### config.mk
export PLATFORM = sky130hd
export DESIGN_NAME = flash_ctrl_interrupt_status
export DESIGN_NICKNAME = d
export VERILOG_FILES = /design/src/shared/flash_irq_pkg.sv /design/src/hdl/sticky_flag.sv /design/src/hdl/flash_ctrl_interrupt_status.sv
export SDC_FILE = /design/constraint.sdc
export NUM_CORES = 1
export LEC_CHECK = 0
export BUFFER_PORTS_ARGS = -buffer_cell sky130_fd_sc_hd__buf_4
export CAP_MARGIN = 20
export CORE_MARGIN = 3
export CORE_UTILIZATION = 40
export DETAILED_ROUTE_END_ITERATION = 10
export GPL_ROUTABILITY_DRIVEN = 0
export GPL_TIMING_DRIVEN = 1
export HOLD_SLACK_MARGIN = 0.03
export PLACE_DENSITY_LB_ADDON = 0.25
export REMOVE_ABC_BUFFERS = 1
export SETUP_SLACK_MARGIN = 0.2
export SLEW_MARGIN = 30
export SYNTH_ARGS = -nofsm -noshare
export SYNTH_HDL_FRONTEND = slang
export SYNTH_SLANG_ARGS = --single-unit
### constraint.sdc
create_clock -name hclk -period 2.8 [get_ports hclk]
set_input_delay 0.56 -clock hclk [delete_from_list [all_inputs] [get_ports hclk]]
set_output_delay 0.56 -clock hclk [all_outputs]
set_load 0.005 [all_outputs]
### src/shared/flash_irq_pkg.sv
// constants, types and register map of the flash interrupt status block
package flash_irq_pkg;
	// register byte offsets, decoded on the low address bits
	localparam int unsigned DEC_W = 12;
	localparam logic [11:0] RAW_STATUS_OFS = 12'h00c;
	localparam logic [11:0] MASK_OFS = 12'h010;
	localparam logic [11:0] MASKED_CLEAR_OFS = 12'h014;
	// field positions, shared by all three registers
	localparam int unsigned ACCESS_BIT = 0;
	localparam int unsigned PROG_BIT = 1;
	localparam int unsigned SRC_W = 2;
	// values after reset
	localparam logic [1:0] RAW_RESET = 2'h0;
	localparam logic [1:0] MASK_RESET = 2'h0;
	localparam logic [31:0] RDATA_RESET = 32'h0000_0000;
	localparam logic HREADY_RESET = 1'h1;
	// ahb-lite encodings
	localparam logic [1:0] HTRANS_NONSEQ = 2'h2;
	localparam logic HRESP_OKAY = 1'h0;
	// one-hot bus slave states
	typedef enum logic [1:0] {
		ST_IDLE = 2'b01,
		ST_BUSY = 2'b10
	} bus_state_e;
	// one bit for each interrupt source
	typedef struct packed {
		logic prog_done;
		logic access_fault;
	} irq_src_s;
	// address phase captured for the data phase
	typedef struct packed {
		logic [11:0] addr;
		logic write;
	} bus_req_s;
endpackage : flash_irq_pkg

### src/hdl/sticky_flag.sv
// one sticky status bit: hardware sets it, software clears it
`timescale 1ns/1ps
`default_nettype none
module sticky_flag (
	// clock and reset
	input wire logic clk,
	input wire logic rst_n,
	// set and clear requests
	input wire logic set,
	input wire logic clr,
	// stored state
	output logic flag_q
);
	logic flag_d;

	// a set in the same cycle as a clear wins so no event is lost
	always_comb begin
		flag_d = flag_q;
		if (clr) begin
			flag_d = 1'b0;
		end
		if (set) begin
			flag_d = 1'b1;
		end
	end

	always_ff @(posedge clk or negedge rst_n) begin
		if (!rst_n) begin
			flag_q <= 1'b0;
		end else begin
			flag_q <= flag_d;
		end
	end
endmodule : sticky_flag
`default_nettype wire

### src/hdl/flash_ctrl_interrupt_status.sv
// flash controller interrupt status, mask and clear registers behind ahb-lite
// What this block does
// - interrupt only when raw set and mask set
// - program/erase completion sets raw bit 1
// - protection violation sets raw bit 0
// - mask bit 1 passes programming completion
// - mask bit 0 passes access violation
// - masked sources still recorded; masks reset zero
// - masked status bit 1 shows programming completion
// - masked status bit 0 shows access violation
// - writing one clears bit; zero leaves it
// - clearing masked programming bit clears raw bit
// - clearing masked access bit clears raw bit
//
// Added by the designer: the AHB-Lite slave port.
`timescale 1ns/1ps
`default_nettype none
module flash_ctrl_interrupt_status (
	// clock and reset
	input wire logic hclk,
	input wire logic hresetn,
	// ahb-lite slave
	input wire logic hsel,
	input wire logic [31:0] haddr,
	input wire logic [1:0] htrans,
	input wire logic hwrite,
	input wire logic [2:0] hsize,
	input wire logic [31:0] hwdata,
	input wire logic hready,
	output logic hreadyout,
	output logic hresp,
	output logic [31:0] hrdata,
	// events from sequencer and protection checker, one-cycle pulses
	input wire logic prog_done_event,
	input wire logic access_fault_event,
	// interrupt to the processor interrupt controller
	output logic flash_irq
);
	flash_irq_pkg::bus_state_e state_q;
	flash_irq_pkg::bus_state_e state_d;
	flash_irq_pkg::bus_req_s req_q;
	flash_irq_pkg::bus_req_s req_d;
	flash_irq_pkg::irq_src_s raw_q;
	flash_irq_pkg::irq_src_s mask_q;
	flash_irq_pkg::irq_src_s mask_d;
	flash_irq_pkg::irq_src_s masked;
	flash_irq_pkg::irq_src_s clear;
	logic [31:0] hrdata_q;
	logic [31:0] hrdata_d;
	logic hreadyout_q;
	logic hreadyout_d;
	logic irq_q;
	logic irq_d;
	logic take;
	logic wr_mask;
	logic wr_clear;
	logic rd_en;

	// hsize is not checked: only whole-word single transfers are expected
	assign take = hsel && hready && (htrans == flash_irq_pkg::HTRANS_NONSEQ);
	assign wr_mask = (state_q == flash_irq_pkg::ST_BUSY) && req_q.write &&
		(req_q.addr == flash_irq_pkg::MASK_OFS);
	assign wr_clear = (state_q == flash_irq_pkg::ST_BUSY) && req_q.write &&
		(req_q.addr == flash_irq_pkg::MASKED_CLEAR_OFS);
	assign rd_en = (state_q == flash_irq_pkg::ST_BUSY) && !req_q.write;

	// bus slave: one wait cycle so that read data leaves a flip-flop
	always_comb begin
		state_d = state_q;
		req_d = req_q;
		hreadyout_d = hreadyout_q;
		unique case (state_q)
			flash_irq_pkg::ST_IDLE: begin
				hreadyout_d = 1'b1;
				if (take) begin
					req_d.addr = haddr[flash_irq_pkg::DEC_W-1:0];
					req_d.write = hwrite;
					hreadyout_d = 1'b0;
					state_d = flash_irq_pkg::ST_BUSY;
				end
			end
			flash_irq_pkg::ST_BUSY: begin
				hreadyout_d = 1'b1;
				state_d = flash_irq_pkg::ST_IDLE;
			end
			default: begin
				hreadyout_d = 1'b1;
				state_d = flash_irq_pkg::ST_IDLE;
			end
		endcase
	end

	always_ff @(posedge hclk or negedge hresetn) begin
		if (!hresetn) begin
			state_q <= flash_irq_pkg::ST_IDLE;
			req_q <= '0;
			hreadyout_q <= flash_irq_pkg::HREADY_RESET;
		end else begin
			state_q <= state_d;
			req_q <= req_d;
			hreadyout_q <= hreadyout_d;
		end
	end

	// masked view, also the source of the interrupt
	assign masked.prog_done = raw_q.prog_done && mask_q.prog_done;
	assign masked.access_fault = raw_q.access_fault && mask_q.access_fault;

	// a one clears the masked bit by clearing the raw bit under it; zeros do nothing
	assign clear.prog_done = wr_clear && hwdata[flash_irq_pkg::PROG_BIT];
	assign clear.access_fault = wr_clear && hwdata[flash_irq_pkg::ACCESS_BIT];

	// raw bits record regardless of the mask
	sticky_flag u_prog_raw (
		.clk(hclk),
		.rst_n(hresetn),
		.set(prog_done_event),
		.clr(clear.prog_done),
		.flag_q(raw_q.prog_done)
	);

	sticky_flag u_access_raw (
		.clk(hclk),
		.rst_n(hresetn),
		.set(access_fault_event),
		.clr(clear.access_fault),
		.flag_q(raw_q.access_fault)
	);

	// mask register; upper bits of the written word are dropped
	always_comb begin
		mask_d = mask_q;
		if (wr_mask) begin
			mask_d.prog_done = hwdata[flash_irq_pkg::PROG_BIT];
			mask_d.access_fault = hwdata[flash_irq_pkg::ACCESS_BIT];
		end
	end

	always_ff @(posedge hclk or negedge hresetn) begin
		if (!hresetn) begin
			mask_q <= flash_irq_pkg::MASK_RESET;
		end else begin
			mask_q <= mask_d;
		end
	end

	// read mux; reserved bits and unmapped offsets read zero
	always_comb begin
		hrdata_d = hrdata_q;
		if (rd_en) begin
			hrdata_d = '0;
			unique case (req_q.addr)
				flash_irq_pkg::RAW_STATUS_OFS: begin
					hrdata_d[flash_irq_pkg::SRC_W-1:0] = raw_q;
				end
				flash_irq_pkg::MASK_OFS: begin
					hrdata_d[flash_irq_pkg::SRC_W-1:0] = mask_q;
				end
				flash_irq_pkg::MASKED_CLEAR_OFS: begin
					hrdata_d[flash_irq_pkg::SRC_W-1:0] = masked;
				end
				default: begin
					hrdata_d = '0;
				end
			endcase
		end
	end

	// the interrupt is registered, so it trails the status by one cycle
	always_comb begin
		irq_d = masked.prog_done || masked.access_fault;
	end

	always_ff @(posedge hclk or negedge hresetn) begin
		if (!hresetn) begin
			hrdata_q <= flash_irq_pkg::RDATA_RESET;
			irq_q <= 1'b0;
		end else begin
			hrdata_q <= hrdata_d;
			irq_q <= irq_d;
		end
	end

	assign hrdata = hrdata_q;
	assign hreadyout = hreadyout_q;
	assign hresp = flash_irq_pkg::HRESP_OKAY;
	assign flash_irq = irq_q;
endmodule : flash_ctrl_interrupt_status
`default_nettype wire

==> results of run 1 <==
-- power groups by stage --
| stage | logic (W) | clock network (W) | registers, W |
|---|---|---|---|
| finish | 0.000119 | 0.000150 | 0.000422 |
| global route | 0.000137 | 0.000170 | 0.000430 |
| CTS | 0.000121 | 0.000159 | 0.000423 |
| detailed placement | 0.000120 | 0 | 0.000430 |
| global placement | 0.000116 | 0 | 0.000428 |
| floorplan | 0.0000804 | 0 | 0.000417 |
-- routing by layer --
layer | global-route usage, % | routed length [um] | vias up
li1 | - | - | 358
met1 | 13.5 | 749 | 369
met2 | 18.1 | 995 | 29
met3 | 4.19 | 152 | 2
met4 | 2.79 | 15 | 0
met5 | 0 | 0 | -
-- kinds of logic (layout without fill, tap and decap cells) --
logic type             after synthesis  in the layout  share of synthesized area [%]
flip-flops                          23             23                           47.2
multiplexers                        15             15                           13.8
AO/OA/AOI/OAI                        7              7                           3.78
AND/OR/NAND/NOR                     27             27                           14.6
buffers and inverters               34             33                           20.2
other                                1             31                          0.306
-- layout make-up --
class	count	share of cell area, %
clock buffers	4	1.93
inverters	2	0.550
multi-input cells	80	37.4
flip-flops and latches	23	42.4
well taps	31	2.84
repair buffers	27	14.9
-- cells in the mapped netlist --
| library cell | n | area share [%] |
|---|---|---|
| nand3_1 | 1 | 0.41 |
| nor3_2 | 1 | 0.82 |
| nor4_4 | 1 | 1.7 |
| dfstp_2 | 2 | 4.3 |
| nor4bb_1 | 1 | 0.82 |
| o21ai_1 | 2 | 0.82 |
| mux2_2 | 15 | 14 |
| nand4_1 | 1 | 0.51 |
| a22o_1 | 1 | 0.72 |
| or3b_1 | 1 | 0.72 |
| buf_4 | 32 | 20 |
| nor2_1 | 2 | 0.61 |
| a32oi_1 | 2 | 1.4 |
| nand2_1 | 5 | 1.5 |
| nor2b_1 | 1 | 0.51 |
| or3_1 | 1 | 0.51 |
| conb_1 | 1 | 0.31 |
| inv_1 | 2 | 0.61 |
| and3b_1 | 1 | 0.72 |
| o21ai_0 | 2 | 0.82 |
| nand4b_1 | 1 | 0.72 |
| dfrtp_1 | 21 | 43 |
| nor3_1 | 3 | 1.2 |
| nor4b_1 | 1 | 0.72 |
| nand2b_1 | 6 | 3.1 |
-- per-stage QoR --
step,total power (W),utilization (%),instances,hold WS [ns],setup WS (ns)
floorplan,0.000498,-,105,0.264,0.956
global placement,0.000544,47.3,163,0.466,1.11
detailed placement,0.000550,47.3,163,0.470,1.06
CTS,0.000703,48.2,167,0.113,1.21
global route,0.000736,48.2,167,0.121,1.05
finish,0.000691,48.2,167,0.114,1.21
-- registers in the layout (all words and copies together) (netlist names) --
register and count:
flash_irq 1, hrdata 2, hreadyout 1, mask_q 2, req_q 13, state_q 2, u_access_raw.flag_q 1, u_prog_raw.flag_q 1
-- cell usage in the layout, fill, tap and decap left out, types with 2 or more instances in the layout --
cell type / Yosys / routed
o21ai_0: 2 / 2
dfstp_2: 2 / 2
a32oi_1: 2 / 2
dfrtp_1: 21 / 21
nor2_1: 2 / 2
conb_1: 1 / 31
nor3_1: 3 / 3
inv_1: 2 / 2
mux2_2: 15 / 15
buf_4: 32 / 27
nand2b_1: 6 / 6
nand2_1: 5 / 5
clkbuf_4: 0 / 3
o21ai_1: 2 / 2
-- worst min-delay path by stage --
stage / endpoint / slack [ns] / cells after the start
floorplan: flash_irq / 0.26 / 0
global placement: u_prog_raw.flag_q / 0.47 / 1
detailed placement: u_prog_raw.flag_q / 0.47 / 1
CTS: u_prog_raw.flag_q / 0.11 / 1
global route: flash_irq / 0.12 / 1
finish: u_prog_raw.flag_q / 0.11 / 1
==> impl_metrics.toml, run 1 <==
[run_status]
status = "completed"

[pwr]
p_switching_w = 0.000185
p_per_area_mw_per_mm2 = 507
internal-power_w = 0.000506
power_frac_seq_pct = 61.1
ir_drop_mv = 0.347
clockPowerShare_pct = 21.7
combPwrFrac_pct = 17.2
p_leak_nw = 0.640
swShare_pct = 26.8

[sta]
fin_crit_ns = 1.59
report.final.hold_viol_count = 0
setup_viol = 0
finalSetupTns_ns = 0
fmax_mhz = 627
rsz0062_at_grt = "false"
finalMaxSlewViolations = 0
skew_ns = 0.00612
period_share_pct = 56.9

[cells_and_area]
syn_to_final_growth_pct = 11.5
nets = 213
postLayoutCellArea_mm2 = 0.00136
multiInputGateArea_um2 = 510
regArea_um2 = 578
drive_gt1_share_pct = 36.0
fill_cells = 271
diodes = 0

[floorplan]
io_pins = 111
initial_utilization_pct = 43.3
fp.dieArea_mm2 = 0.00376
die_h_um = 61.3
chipWidth_um = 61.3
num_rows = 19
coreArea_mm2 = 0.00283

[setup_path]
cp_slowest_cell = "dfrtp_1"
slowest_delay_ns = 0.42
critical_path_arrival_ns = 1.80
critPathMaxFanout = 2
r2r-end = "mask_q[1]"
path_cells = "nor4_4 -> nand3_1 -> nor3_1 -> mux2_2"
crit_cells = 4
crit_start = "req_q[8]"
worst-path-buf-inv = 0
critPathTopFamily = "simple AND/OR/NAND/NOR gates"
r2r_setup_slack_ns = 1.21
start_kind = "flip-flop"
endpoint_kind = "flip-flop"
worstRegToRegCells = 4
setup.worst_path.end = "mask_q[1]"
cp.required_ns = 3.01
worstSetupPathType = "reg -> reg"
reg2reg_from = "req_q[8]"

[placement]
io_buffers = 26
post-dp-hpwl_um = 1580
placedInstanceArea_mm2 = 0.00134

[synth]
ys.warnings.count = 0
seq_area_frac_synth_pct = 47.2
ys_seq_elements = 23
syn_inst = 107
synth.avg_cell_area_um2 = 11.4
synthesis.area_mm2 = 0.00122
synth.distinct_cells = 25

[route]
wl_per_cell_um = 11.5
viasPerCell = 4.54
dr_total_vias = 758
postRouteAntennaNets = 0
routed_wl_um = 1910
route.detailed.drc = 0
first_pass_iters = 4
drt_iter0_markers = 13

[clock_tree]
cts.htree.levels = 1
cts_buffer_depth = 2
cts.sinks = 23
cts_hold_buf = 0
cts_buffers = 3
root_buffer = "clkbuf_4"
clk_pin_slew_worst_paths_ns = 0.12
cts_tree = "done"
insertion_delay_ns = 0.31
cts_resized = 0
post_cts_buffers = 0

[global_routing]
grt_pass1_vias = 700
grt_use_total_pct = 11.0
grt_max_degree = 24
grt_pass1_wl_um = 3070
overflow = 0
grt_antenna_before_repair = 0

[run]
drv_cap = 0

[worst_hold_path]
hold_class = "in -> async"
Note: power is estimated with default switching activity, not from simulation.
==> run 2: changes to the inputs <==
--- a/config.mk
+++ b/config.mk
@@ -8,7 +8,7 @@
 export BUFFER_PORTS_ARGS = -buffer_cell sky130_fd_sc_hd__buf_4
 export CAP_MARGIN = 20
 export CORE_MARGIN = 3
-export CORE_UTILIZATION = 40
+export CORE_UTILIZATION = 33
 export DETAILED_ROUTE_END_ITERATION = 10
 export GPL_ROUTABILITY_DRIVEN = 0
 export GPL_TIMING_DRIVEN = 1
==> constraint.sdc (replaced) <==
create_clock -name hclk -period 1.28 [get_ports hclk]
set_input_delay 0.256 -clock hclk [delete_from_list [all_inputs] [get_ports hclk]]
set_output_delay 0.256 -clock hclk [all_outputs]
set_load 0.005 [all_outputs]
==> run 2 against run 1 <==
The flow now finishes with violations (negative setup slack). Via count increased by 15%. Sequential cell count unchanged. Cell count increased by 20%. Combinational power increased to 4.6 times the previous value. Critical path depth unchanged. Wire length increased by 29%. Design area increased by 27%. Critical endpoint unchanged.
==> impl_metrics.toml, run 2 (same netlist as run 1, synthesis figures left out) <==
[sta]
timing.hold.ws_ns = 0.174
fmax_mhz = 661
fin_crit_ns = 1.51
skew_ns = 0.00247
finalMaxSlewViolations = 0
timing.final.ws_setup_ns = -0.232
report.final.hold_viol_count = 0
rsz0062_at_grt = "true"
finalSetupTns_ns = -3.27
setup_viol = 19
period_share_pct = 118

[setup_path]
cp_slowest_cell = "dfrtp_1"
start_kind = "flip-flop"
worstSetupPathType = "reg -> reg"
worst-path-buf-inv = 0
path_cells = "nor4_4 -> nand3_2 -> nor3_4 -> mux2_4"
endpoint_kind = "flip-flop"
critPathMaxFanout = 2
critPathTopFamily = "simple AND/OR/NAND/NOR gates"
cp.required_ns = 1.44
critical_path_arrival_ns = 1.67
slowest_delay_ns = 0.42

[clock_tree]
cts.htree.levels = 1
cts_tree = "done"
cts.sinks = 23
clk_pin_slew_worst_paths_ns = 0.08
cts_buffer_depth = 2
insertion_delay_ns = 0.26
cts_buffers = 3
root_buffer = "clkbuf_8"

[floorplan]
die_h_um = 66.9
initial_utilization_pct = 35.6
num_rows = 21
fp.dieArea_mm2 = 0.00447
io_pins = 111
chipWidth_um = 66.9
coreArea_mm2 = 0.00344

[global_routing]
grt_max_degree = 24
overflow = 0
grt_antenna_before_repair = 0
grt_pass1_vias = 875
grt_pass1_wl_um = 3970
grt_use_total_pct = 11.8

[route]
viasPerCell = 4.32
wl_per_cell_um = 12.3
first_pass_iters = 4
drt_iter0_markers = 11
route.detailed.drc = 0
dr_total_vias = 868
postRouteAntennaNets = 0
routed_wl_um = 2470

[cells_and_area]
mostFrequentLayoutCells = "buf_4 (36), conb_1 (31), dfrtp_1 (21)"
final_common_cell = "buf_4"
diodes = 0
regMostFlops = "req_q"
largest_reg_flops = 13
nets = 232
syn_to_final_growth_pct = 41.6
drive_gt1_share_pct = 47.1

[placement]
io_buffers = 26
place_ws_ns = -0.279
post-dp-hpwl_um = 1710

[worst_hold_path]
hold_class = "in -> reg"

[run]
drv_cap = 0

[pwr]
ir_drop_mv = 0.805
p_per_area_mw_per_mm2 = 1100
p_leak_nw = 0.825

[run_status]
status = "finished, violations left"
violations = "negative setup slack"
==> run 2: cell types whose count changed in the layout (fill, tap and decap cells not counted), moves of 3 or more <==
| cell | before | now |
|---|---|---|
| buf_4 | 27 | 36 |
| buf_6 | 0 | 7 |
| clkbuf_4 | 3 | 0 |
| clkbuf_8 | 0 | 3 |
| mux2_2 | 15 | 0 |
| mux2_4 | 0 | 15 |
| nor3_4 | 0 | 3 |
==> run 2: cell type report <==
cell class / instances / area, um2
clock buffer: 4 / 45.0
fill: 313 / 1710
inverter: 2 / 7.51
multi-input combinational: 80 / 638
sequential: 23 / 578
tap: 46 / 57.6
timing repair buffer: 46 / 407
==> run 2: final timing paths <==
| kind | from | endpoint | slack [ns] | cells after the start |
|---|---|---|---|---|
| setup / recovery | req_q[9] | mask_q[1] | -0.23 | 4 |
| hold / removal | prog_done_event | u_prog_raw.flag_q | 0.17 | 2 |
| setup reg to reg | req_q[9] | mask_q[1] | -0.23 | 4 |
| hold reg to reg | hrdata[0] | hrdata[0] | 0.50 | 2 |
| max in group asynchronous | hresetn | state_q[0] | 0.59 | 2 |
| min in group asynchronous | hresetn | req_q[1] | 0.41 | 2 |
==> run 2: metrics by stage <==
| step | utilization [%] | total power [W] | area [um2] | std cells |
|---|---|---|---|---|
| 2_1_floorplan | - | 0.00109 | 1100 | 105 |
| 3_3_place_gp | 41.9 | 0.00129 | 1440 | 188 |
| 3_5_place_dp | 41.9 | 0.00130 | 1440 | 188 |
| 4_1_cts | 47.6 | 0.00184 | 1640 | 199 |
| 5_1_grt | 50.3 | 0.00201 | 1730 | 201 |
| 6_report | 50.3 | 0.00191 | 1730 | 201 |
==> run 2: per-layer routing <==
layer	global-route usage, %	routed length, um	share of wire (%)
met5	0	0	0
met4	3.80	25	1.0
met3	3.71	259	10
met2	21.2	1260	51
met1	13.0	922	37
==> run 2: timing repair <==
action	CTS	global route
gates resized for setup	18	18
gates cloned	1	0
hold buffers	1	0
buffers inserted	5	2
setup endpoints to repair	20	23
hold endpoints to repair	21	0
pin swaps	5	3
==> run 2: power by group <==
part	switching [W]	total, W	internal (W)
Sequential	0.0000860	0.000915	0.000829
Combinational	0.000191	0.000545	0.000354
Clock	0.000230	0.000452	0.000222
Total	0.000507	0.00191	0.00141
==> run 2: worst reg2reg max path, cell delays in order (launching register included) <==
cell	delay, ns
dfrtp_1	0.42
nor4_4	0.31
nand3_2	0.14
nor3_4	0.23
mux2_4	0.32
